$ cat src/include/cpusup_pkg.sv
/*
 * Shared constants and types of the processor supervisor: timing figures,
 * synchroniser bit positions and reset values, and the reset sequencer states.
 * Assumes a single 50 MHz reference clock; nothing else is needed.
 */
package cpusup_pkg;

	// Reference clock
	localparam int CPUSUP_CLK_HZ     = 50_000_000;  // Nominal clock rate
	localparam int CPUSUP_CLK_NS     = 20;          // Clock period in ns

	// Timed intervals, in their own units
	localparam int CPUSUP_STRETCH_MS = 200;         // Reset release stretch
	localparam int CPUSUP_WDOG_MS    = 1560;        // Watchdog timeout
	localparam int CPUSUP_MS_PER_S   = 1000;        // Milliseconds per second

	// Width of the shared timer counters; holds the watchdog count
	localparam int CPUSUP_CNT_W      = 27;

	// Bit positions of the synchronised input bundle
	localparam int CPUSUP_SYNC_W     = 6;
	localparam int SI_SUPPLY         = 0;           // Supply below reset_trip_level
	localparam int SI_SENSE          = 1;           // Sense input below reference
	localparam int SI_MR             = 2;           // manual_reset_n
	localparam int SI_KICK           = 3;           // watchdog_kick_in
	localparam int SI_PF             = 4;           // powerfail_sense_in below reference
	localparam int SI_LL             = 5;           // Supply below low-line level

	// Synchroniser reset value: supply and sense low, MR idle high, warnings low
	localparam logic [CPUSUP_SYNC_W-1:0] CPUSUP_SYNC_RST = 6'h37;

	// Reset sequencer states, one-hot
	typedef enum logic [2:0] {
		ST_HOLD    = 3'h1,  // Cause present, reset held
		ST_STRETCH = 3'h2,  // Cause gone, release timer running
		ST_RUN     = 3'h4   // Reset released
	} cpusup_state_t;

endpackage : cpusup_pkg

$ cat src/include/cpusup_sync_if.sv
/*
 * Bundle between the supervisor top and its input synchroniser: raw
 * asynchronous levels in, clock-aligned levels out.
 * Assumes both ends run on the same reference clock.
 */
`timescale 1ns/10ps
interface cpusup_sync_if #(
	parameter int W = 6
);
	logic [W-1:0] raw;   // Levels as they arrive at the pins
	logic [W-1:0] sync;  // Levels after two register stages

	// Synchroniser end
	modport stage (input raw, output sync);
	// Consuming end
	modport user (output raw, input sync);
endinterface : cpusup_sync_if

$ cat src/core/cpusup_sync.sv
/*
 * Two-stage synchroniser for every comparator and manual reset level.
 * Assumes levels may change at any time relative to ref_clk; clk_en freezes
 * both stages.
 */
`timescale 1ns/10ps
module cpusup_sync #(
	parameter int                  W       = 6,
	parameter logic [W-1:0]        RST_VAL = '0
) (
	// Clock and reset
	input  wire logic ref_clk,
	input  wire logic reset,
	input  wire logic clk_en,
	// Level bundle
	cpusup_sync_if.stage bus
);
	logic [W-1:0] meta;  // First stage, read only by the second

	////////////////////////////////////////////////////////////////////////////////
	// One chain per bit; reset constants hold supply, sense and warnings low, manual reset idle
	genvar i;
	generate
		for (i = 0; i < W; i++) begin : g_bit
			// Two flops in series per level
			always_ff @(posedge ref_clk or posedge reset) begin
				if (reset) begin
					meta[i]     <= RST_VAL[i];
					bus.sync[i] <= RST_VAL[i];
				end else if (clk_en) begin
					meta[i]     <= bus.raw[i];
					bus.sync[i] <= meta[i];
				end
			end
		end
	endgenerate

endmodule : cpusup_sync

$ cat src/core/cpusup_top.sv
/*
 * Processor supervisor: reset sequencer with release stretch, manual reset,
 * watchdog, power-fail warning and low-line warning.
 * Assumes analog comparators outside deliver digital levels, a free-running
 * ref_clk, and a processor that toggles the watchdog input regularly.
 */
`timescale 1ns/10ps
module cpusup_top
	import cpusup_pkg::*;
#(
	parameter int CLK_HZ         = cpusup_pkg::CPUSUP_CLK_HZ,
	parameter int STRETCH_CYCLES = CLK_HZ / cpusup_pkg::CPUSUP_MS_PER_S * cpusup_pkg::CPUSUP_STRETCH_MS,
	parameter int WDOG_CYCLES    = CLK_HZ / cpusup_pkg::CPUSUP_MS_PER_S * cpusup_pkg::CPUSUP_WDOG_MS
) (
	// Clock, reset and enable
	input  wire logic ref_clk,
	input  wire logic reset,
	input  wire logic clk_en,
	// Comparator results, high while the monitored level is below its trip
	input  wire logic supply_low,
	input  wire logic sense_low,
	input  wire logic powerfail_sense_low,
	input  wire logic lowline_low,
	// Variant select: high trips reset on the sense input instead of supply
	input  wire logic adj_mode,
	// Processor side inputs
	input  wire logic manual_reset_n,
	input  wire logic watchdog_kick_in,
	// Supervisor outputs
	output wire logic reset_out_n,
	output wire logic reset_out,
	output wire logic watchdog_expired_n,
	output wire logic powerfail_warn_n,
	output wire logic low_line_n
);
	import cpusup_pkg::*;

	////////////////////////////////////////////////////////////////////////////////
	// Derived counts

	// Last stretch count and timeout count, sized to the counters
	localparam logic [CPUSUP_CNT_W-1:0] STRETCH_LAST = CPUSUP_CNT_W'(STRETCH_CYCLES - 1);
	localparam logic [CPUSUP_CNT_W-1:0] WDOG_LIMIT   = CPUSUP_CNT_W'(WDOG_CYCLES);
	localparam logic [CPUSUP_CNT_W-1:0] CNT_ONE      = 27'h0000001;
	localparam logic [CPUSUP_CNT_W-1:0] CNT_ZERO     = 27'h0000000;

	////////////////////////////////////////////////////////////////////////////////
	// Declarations

	cpusup_sync_if #(.W(CPUSUP_SYNC_W)) sync_bus ();  // Synchroniser bundle

	cpusup_state_t               state;             // Reset sequencer state
	cpusup_state_t               next_state;        // Its next value
	logic [CPUSUP_CNT_W-1:0]     stretch_cnt;       // Cycles since cause left
	logic [CPUSUP_CNT_W-1:0]     next_stretch_cnt;
	logic [CPUSUP_CNT_W-1:0]     wd_cnt;            // Cycles since last kick
	logic [CPUSUP_CNT_W-1:0]     next_wd_cnt;
	logic                        kick_prev;         // Kick level one cycle back
	logic                        reset_n_q;         // Registered reset output
	logic                        wdo_n_q;           // Registered watchdog output
	logic                        pfo_n_q;           // Registered power-fail warning
	logic                        ll_n_q;            // Registered low-line warning

	wire logic                   supply_s;          // Synchronised supply low
	wire logic                   sense_s;           // Synchronised sense low
	wire logic                   mr_n_s;            // Synchronised manual reset
	wire logic                   kick_s;            // Synchronised kick level
	wire logic                   pf_s;              // Synchronised power-fail low
	wire logic                   ll_s;              // Synchronised low-line low
	wire logic                   trip_low;          // Selected trip comparator
	wire logic                   cause;             // Any reason to hold reset
	wire logic                   stretch_done;      // Stretch timer at its end
	wire logic                   kick_edge;         // Kick changed level
	wire logic                   wd_expired;        // Watchdog timed out
	wire logic                   released;          // Sequencer in run state

	// Run-state decode, shared by output logic and checks
	function automatic logic cpusup_is_run(input cpusup_state_t s);
		return s == ST_RUN;
	endfunction : cpusup_is_run

	////////////////////////////////////////////////////////////////////////////////
	// Input synchronisation

	// Pack raw levels in bundle order
	assign sync_bus.raw[SI_SUPPLY] = supply_low;
	assign sync_bus.raw[SI_SENSE]  = sense_low;
	assign sync_bus.raw[SI_MR]     = manual_reset_n;
	assign sync_bus.raw[SI_KICK]   = watchdog_kick_in;
	assign sync_bus.raw[SI_PF]     = powerfail_sense_low;
	assign sync_bus.raw[SI_LL]     = lowline_low;

	// All levels pass two flops before any logic sees them
	cpusup_sync #(
		.W       (CPUSUP_SYNC_W),
		.RST_VAL (CPUSUP_SYNC_RST)
	) u_sync (
		.ref_clk (ref_clk),
		.reset   (reset),
		.clk_en  (clk_en),
		.bus     (sync_bus.stage)
	);

	// Unpack clean levels
	assign supply_s = sync_bus.sync[SI_SUPPLY];
	assign sense_s  = sync_bus.sync[SI_SENSE];
	assign mr_n_s   = sync_bus.sync[SI_MR];
	assign kick_s   = sync_bus.sync[SI_KICK];
	assign pf_s     = sync_bus.sync[SI_PF];
	assign ll_s     = sync_bus.sync[SI_LL];

	////////////////////////////////////////////////////////////////////////////////
	// Reset sequencer

	// Trip source follows the variant strap
	assign trip_low = adj_mode ? sense_s : supply_s;

	// A low manual reset is a cause just like low supply; every bounce low
	// simply restarts the hold, so one clean stretched reset results
	assign cause        = trip_low | ~mr_n_s;
	assign stretch_done = (stretch_cnt == STRETCH_LAST);
	assign released     = cpusup_is_run(state);

	// Next state
	always_comb begin
		next_state = ST_HOLD;
		case (state)
			ST_HOLD: begin
				// Stay while rising or falling below trip
				next_state = cause ? ST_HOLD : ST_STRETCH;
			end
			ST_STRETCH: begin
				if (cause) begin
					next_state = ST_HOLD;
				end else if (stretch_done) begin
					next_state = ST_RUN;
				end else begin
					next_state = ST_STRETCH;
				end
			end
			ST_RUN: begin
				// Any dip pulses reset again
				next_state = cause ? ST_HOLD : ST_RUN;
			end
			default: begin
				next_state = ST_HOLD;
			end
		endcase
	end

	// Stretch timer counts only while stretching with no cause; a fresh
	// brownout zeroes it, so the full stretch follows its end
	assign next_stretch_cnt = (state == ST_STRETCH && !cause) ? stretch_cnt + CNT_ONE : CNT_ZERO;

	// State and stretch registers
	always_ff @(posedge ref_clk or posedge reset) begin
		if (reset) begin
			state       <= ST_HOLD;
			stretch_cnt <= CNT_ZERO;
		end else if (clk_en) begin
			state       <= next_state;
			stretch_cnt <= next_stretch_cnt;
		end
	end

	////////////////////////////////////////////////////////////////////////////////
	// Watchdog

	// Either edge of the kick counts; the bench relies on regular kicks
	assign kick_edge  = kick_s ^ kick_prev;
	assign wd_expired = (wd_cnt == WDOG_LIMIT);

	// Timer cleared while reset is held, so feeding the output back to the
	// manual reset gives one reset and the output rises again
	assign next_wd_cnt = (!released || kick_edge) ? CNT_ZERO :
		(wd_expired ? wd_cnt : wd_cnt + CNT_ONE);

	// Timer registers
	always_ff @(posedge ref_clk or posedge reset) begin
		if (reset) begin
			wd_cnt    <= CNT_ZERO;
			kick_prev <= 1'h0;
		end else if (clk_en) begin
			wd_cnt    <= next_wd_cnt;
			kick_prev <= kick_s;
		end
	end

	////////////////////////////////////////////////////////////////////////////////
	// Output registers

	// Reset and watchdog outputs load on the same edge, so a supply dip pulls
	// both low together and reset overrides the interrupt
	always_ff @(posedge ref_clk or posedge reset) begin
		if (reset) begin
			reset_n_q <= 1'h0;
			wdo_n_q   <= 1'h0;
		end else if (clk_en) begin
			reset_n_q <= cpusup_is_run(next_state);
			wdo_n_q   <= ~(trip_low | wd_expired);
		end
	end

	// Warning comparators, no link to the reset or watchdog path
	always_ff @(posedge ref_clk or posedge reset) begin
		if (reset) begin
			pfo_n_q <= 1'h0;
			ll_n_q  <= 1'h0;
		end else if (clk_en) begin
			pfo_n_q <= ~pf_s;
			ll_n_q  <= ~ll_s;
		end
	end

	// Drive pins; active-high reset is a pure inverter of the low one
	assign reset_out_n        = reset_n_q;
	assign reset_out          = ~reset_n_q;
	assign watchdog_expired_n = wdo_n_q;
	assign powerfail_warn_n   = pfo_n_q;
	assign low_line_n         = ll_n_q;

	////////////////////////////////////////////////////////////////////////////////
	// Checks

	// Trip holds reset low from the next edge
	a_trip_holds_reset: assert property (
		@(posedge ref_clk) disable iff (reset)
		clk_en && trip_low |=> !reset_out_n
	) else $error("reset released while trip level low");

	// Release only after a full stretch
	a_release_after_stretch: assert property (
		@(posedge ref_clk) disable iff (reset)
		$rose(reset_out_n) |-> $past(state) == ST_STRETCH && $past(stretch_cnt) == STRETCH_LAST
	) else $error("reset released before stretch end");

	// Dip while running pulses reset
	a_brownout_pulse: assert property (
		@(posedge ref_clk) disable iff (reset)
		clk_en && released && trip_low |=> state == ST_HOLD ##0 !reset_out_n
	) else $error("brownout did not assert reset");

	// Cause during stretch restarts the timer
	a_stretch_restart: assert property (
		@(posedge ref_clk) disable iff (reset)
		clk_en && state == ST_STRETCH && cause |=> state == ST_HOLD && stretch_cnt == CNT_ZERO
	) else $error("brownout did not restart stretch");

	// Power-down keeps reset low
	a_powerdown_low: assert property (
		@(posedge ref_clk) disable iff (reset)
		clk_en && !reset_out_n && cause |=> !reset_out_n
	) else $error("reset rose during power-down");

	// Both polarities always opposite
	a_reset_inverse: assert property (
		@(posedge ref_clk) disable iff (reset)
		reset_out == !reset_out_n
	) else $error("reset outputs not inverse");

	// Sense input trips in adjustable mode
	a_adj_sense_trip: assert property (
		@(posedge ref_clk) disable iff (reset)
		clk_en && adj_mode && sense_s |=> !reset_out_n && !watchdog_expired_n
	) else $error("sense input did not trip reset");

	// Timeout drives watchdog output low
	a_wdog_timeout: assert property (
		@(posedge ref_clk) disable iff (reset)
		clk_en && wd_expired |=> !watchdog_expired_n
	) else $error("watchdog timeout not signalled");

	// Good trip level and a timer short of its limit keep the output high
	a_wdog_no_early: assert property (
		@(posedge ref_clk) disable iff (reset)
		clk_en && !trip_low && !wd_expired |=> watchdog_expired_n
	) else $error("watchdog output fell before timeout");

	// Supply low: both outputs low on the same edge, and watchdog output
	// rises the edge after supply returns with the timer clear
	a_wdog_with_reset: assert property (
		@(posedge ref_clk) disable iff (reset)
		clk_en && trip_low |=> !watchdog_expired_n && !reset_out_n
	) else $error("watchdog and reset not low together");

	a_wdog_quick_release: assert property (
		@(posedge ref_clk) disable iff (reset)
		clk_en && !trip_low && $past(trip_low) && !wd_expired |=> watchdog_expired_n
	) else $error("watchdog output stretched after supply return");

	// Power-fail warning tracks its comparator
	a_pfo_follows: assert property (
		@(posedge ref_clk) disable iff (reset)
		clk_en |=> powerfail_warn_n == !$past(pf_s)
	) else $error("power-fail warning wrong");

	// Low-line warning tracks its comparator
	a_lowline_follows: assert property (
		@(posedge ref_clk) disable iff (reset)
		clk_en |=> low_line_n == !$past(ll_s)
	) else $error("low-line warning wrong");

	// Manual reset low holds reset
	a_manual_holds: assert property (
		@(posedge ref_clk) disable iff (reset)
		clk_en && !mr_n_s |=> !reset_out_n
	) else $error("manual reset ignored");

	// Kick edge clears the timer while running
	a_kick_clears: assert property (
		@(posedge ref_clk) disable iff (reset)
		clk_en && kick_edge |=> wd_cnt == CNT_ZERO
	) else $error("kick did not clear watchdog");

	// Scenarios worth seeing
	c_release: cover property (@(posedge ref_clk) disable iff (reset) $rose(reset_out_n));
	c_brownout: cover property (@(posedge ref_clk) disable iff (reset) released && trip_low);
	c_restart: cover property (@(posedge ref_clk) disable iff (reset) state == ST_STRETCH && cause);
	c_timeout: cover property (@(posedge ref_clk) disable iff (reset) $fell(watchdog_expired_n) && released);
	c_manual: cover property (@(posedge ref_clk) disable iff (reset) released && !mr_n_s);

endmodule : cpusup_top

$ cat config.mk
export PLATFORM = sky130hd
export DESIGN_NAME = cpusup_top
export DESIGN_NICKNAME = d
export VERILOG_FILES = /design/src/include/cpusup_pkg.sv /design/src/include/cpusup_sync_if.sv /design/src/core/cpusup_sync.sv /design/src/core/cpusup_top.sv
export SDC_FILE = /design/constraint.sdc
export NUM_CORES = 1
export LEC_CHECK = 0
export BUFFER_PORTS_ARGS = -buffer_cell sky130_fd_sc_hd__clkbuf_2
export CAP_MARGIN = 20
export CORE_ASPECT_RATIO = 1.25
export CORE_MARGIN = 2
export CORE_UTILIZATION = 55
export DETAILED_ROUTE_END_ITERATION = 16
export GPL_TIMING_DRIVEN = 1
export PLACE_DENSITY_LB_ADDON = 0.15
export SKIP_CTS_REPAIR_TIMING = 1
export SYNTH_ARGS = -nofsm -noshare
export SYNTH_HDL_FRONTEND = slang
export SYNTH_SLANG_ARGS = --single-unit
$ cat constraint.sdc
create_clock -name ref_clk -period 3.2 [get_ports ref_clk]
set_input_delay 0.64 -clock ref_clk [delete_from_list [all_inputs] [get_ports ref_clk]]
set_output_delay 0.64 -clock ref_clk [all_outputs]
set_load 0.01 [all_outputs]
==> impl_results.md <==
- Outcome: finished clean
- First-pass GRT wire length: about 13000 µm
- Final Setup Violations: 0
- Final setup margin: 1.12 ns
- CP startpoint: wd_cnt[21]
- Worst Skew: around 0.0096 ns
- Antenna viol nets, final: 0
- Fraction of synthesized cell area in xor and xnor cells: 6.46%
- Synth Cell Area: 3790 µm²
- Leak Pwr: around 0.0017 µW
- Setup CP Type: reg2reg
- Routed WL: between 7000 and 8000 µm
- Wire per inst: 15.5 µm
- ANT cells: 0
- Synth area leader: dfrtp_1
- TritonCTS Buffers: 9
- Total Power: between 1500 and 2000 µW
- Post-synthesis cell type count: 50
- CTS HTree Levels: 3
- Net Count, Synth: 396
- Ys Warns: 0
- RSZ-0062 raised after global routing: false
- Hold WS: about 0.29 ns
- CTS tree: built
- Clock tree root buffer cell: clkbuf_8
- Top cell type's share of synthesized area: around two fifths
- Clk_lat worst skew: 0.35 ns
- Slew Viols, Final: 0
- Main combinational cell family by area after synthesis: simple AND/OR/NAND/NOR gates
- Post-DP Area: approximately 4000 µm²
- Compound-gate portion of the synthesized area: between 10% and 20%
- Fin nets: 415
- FILL cells: roughly 560
- Worst r2r path cells: 5
- Max VDD drop: 0.362 mV
- Worst-Margin Slew: between 0.7 and 0.8 ns
- Max Cap Viol: 0
- GRT Total Usage: between 20% and 30%
- Worst r2r src: wd_cnt[21]
- DRT iter0 DRCs: 95
- Pre-CTS setup slack: 0.698 ns
- Simple-gate share of the synthesized area: 25.0%
- Detailed Routing Iterations Pass 1: 4
- R2r endpoint: wd_cnt[0]
- Asr flop ratio synth: 100%
- Fin crit period: 2.08 ns
- Drt via density: between 5 and 6
- Final instance area: about 4200 µm²
- Final RePlAce weighted congestion: roughly 0.83
- Final hold vios: 0
- IO Count: 15
- End point of the critical path: wd_cnt[0]
- DR vias: between 2000 and 3000
- Relative slew margins: between 50% and 60%
- Initial Util: 57.4%
- Fin crit share: between 60% and 70%
- Core Footprint: between 6000 and 7000 µm²
- Layout cells sized above 1: between 10% and 20%
- Post-synthesis cell count: around 380
- Yosys reg bits: between 70 and 80
- Fmax: roughly 480 MHz
- Avg Cell Area, Syn: slightly below 10 µm²
- DRC Markers: 0
- Remaining global-route overflow: 0
- Power Density: 449 nW/µm²
- Vias in the first global route: between 2000 and 3000
- Number of antenna violations at the first check in global routing: 0
- Clock tree buffer depth: 2
- Die W: roughly 80 µm
- Worst-path clk slew: ~0.080 ns
- Die ar.: around 7600 µm²
- Sequential area share after synthesis: 49.2%
- Worst Path Arrival: 2.31 ns
- Count of buffers from port buffering: 14
- Chip height: slightly below 100 µm
- Hold Crit Class: in2async
- Largest net degree at the start of global routing: 29
- Row count: 33
- Post-synth EDFFs: 0
- Layout area overhead: 10.3%
- TritonCTS Sinks: 74
- Critical path capture point type: register
- Post-Synth Adder-Cell Area: less than 1%
- Mux share of post-synthesis cell area: between 5 and 6%
- Setup TNS: 0 ns
- R2R Setup Slk: approximately 1.1 ns
- CP Launch Type: register
- Worst path required time: 3.43 ns
- Post-DP HPWL: around 5200 µm
- Top post-synthesis cells by area: dfrtp_1, dfstp_2, mux2_2
- Worst-path fanout max: 5
- Predominant post-synthesis flop cell: dfrtp_1
==> how the worst min path moves through the flow <==
stage,end,slack [ns],from
floorplan,wd_cnt[14],0.46,wd_cnt[14]
global placement,powerfail_warn_n,0.47,powerfail_warn_n
detailed placement,wd_cnt[14],0.49,wd_cnt[14]
CTS,stretch_cnt[13],0.30,reset
global route,stretch_cnt[17],0.34,reset
finish,stretch_cnt[22],0.29,reset
==> per-layer routing <==
layer,share of wire (%),track usage (%)
met1,45,28.6
met2,50,36.5
met3,2.9,4.57
met4,2.2,9.18
met5,0,0
==> registers in the layout, indices dropped and copies added, names as in the netlist <==
| name | flops |
|---|---|
| wd_cnt | 27 |
| u_sync.meta | 6 |
| powerfail_warn_n | 1 |
| stretch_cnt | 27 |
| watchdog_expired_n | 1 |
| kick_prev | 1 |
| u_sync.bus.sync | 6 |
| state | 3 |
| reset_out_n | 1 |
| low_line_n | 1 |
==> logic make-up (layout without fill, tap and decap cells) <==
group	Yosys count	in the layout
adders and majority gates	3	3
muxes	18	18
and+or+nand+nor	174	174
DFF	74	74
buffers and inverters	25	49
xor gates and xnor gates	28	28
AOI/OAI and AO/OA	61	61
==> synthesized netlist by cell type, types with 2 or more instances <==
master,number
and3_1,6
nor3_1,8
a21oi_1,7
a22o_1,4
or4_1,2
dfstp_2,11
buf_2,2
o2bb2ai_1,5
o21ai_0,20
inv_1,10
nor4_1,11
nor4b_1,3
clkbuf_1,10
dfrtp_1,63
xnor2_1,14
o311ai_0,4
buf_1,2
a31oi_1,4
nor2b_1,5
nand4b_1,2
nand3_1,27
mux2_2,15
nand2b_1,2
nand2_1,30
nor2_1,37
xor2_1,14
o31ai_1,12
mux2i_1,3
and4_1,8
nand4_1,13
and2_1,5
nor4bb_1,2
ha_1,3
or3_1,3
==> placed cells by master (no fill, tap or decap), drive strengths merged, types with 5 or more instances in the layout <==
cell / count
mux2: 15
o2bb2ai: 5
nor4: 11
and2: 6
buf: 8
xnor2: 14
nor2b: 5
inv: 11
nor2: 37
and3: 8
and4: 8
clkbuf: 24
dfrtp: 63
o311ai: 5
a21oi: 7
nand3: 28
o21ai: 21
xor2: 14
o31ai: 12
dfstp: 11
nor3: 9
nand4: 13
nand2: 30
==> critical path, stage by stage (launching register included) <==
cell,delay (ns)
dfrtp_1,0.42
nor4bb_1,0.41
nand2_1,0.09
or4_1,0.57
nor2b_1,0.20
mux2_2,0.28
==> power breakdown <==
group          internal, µW  switching [µW]
Combinational          54.7            76.6
Clock                   381             357
Sequential              983            27.6
Total                  1420             461
==> cell type report <==
class / instances / area [µm²] / area share [%]
Clock inverter: 6 / 63.8 / 1.53
Sequential cell: 74 / 1870 / 44.6
Timing Repair Buffer: 22 / 134 / 3.20
Tap cell: 87 / 109 / 2.60
Clock buffer: 10 / 138 / 3.29
Inverter: 11 / 41.3 / 0.987
Multi-Input combinational cell: 284 / 1830 / 43.8
==> through the flow <==
| step | utilization [%] | std cells |
|---|---|---|
| 2_1_floorplan | - | 383 |
| 6_report | 63.3 | 494 |
| 3_3_place_gp | 60.1 | 477 |
| 3_5_place_dp | 60.1 | 477 |
| 5_1_grt | 63.3 | 494 |
| 4_1_cts | 63.1 | 493 |
Note: power is estimated with default switching activity, not from simulation.
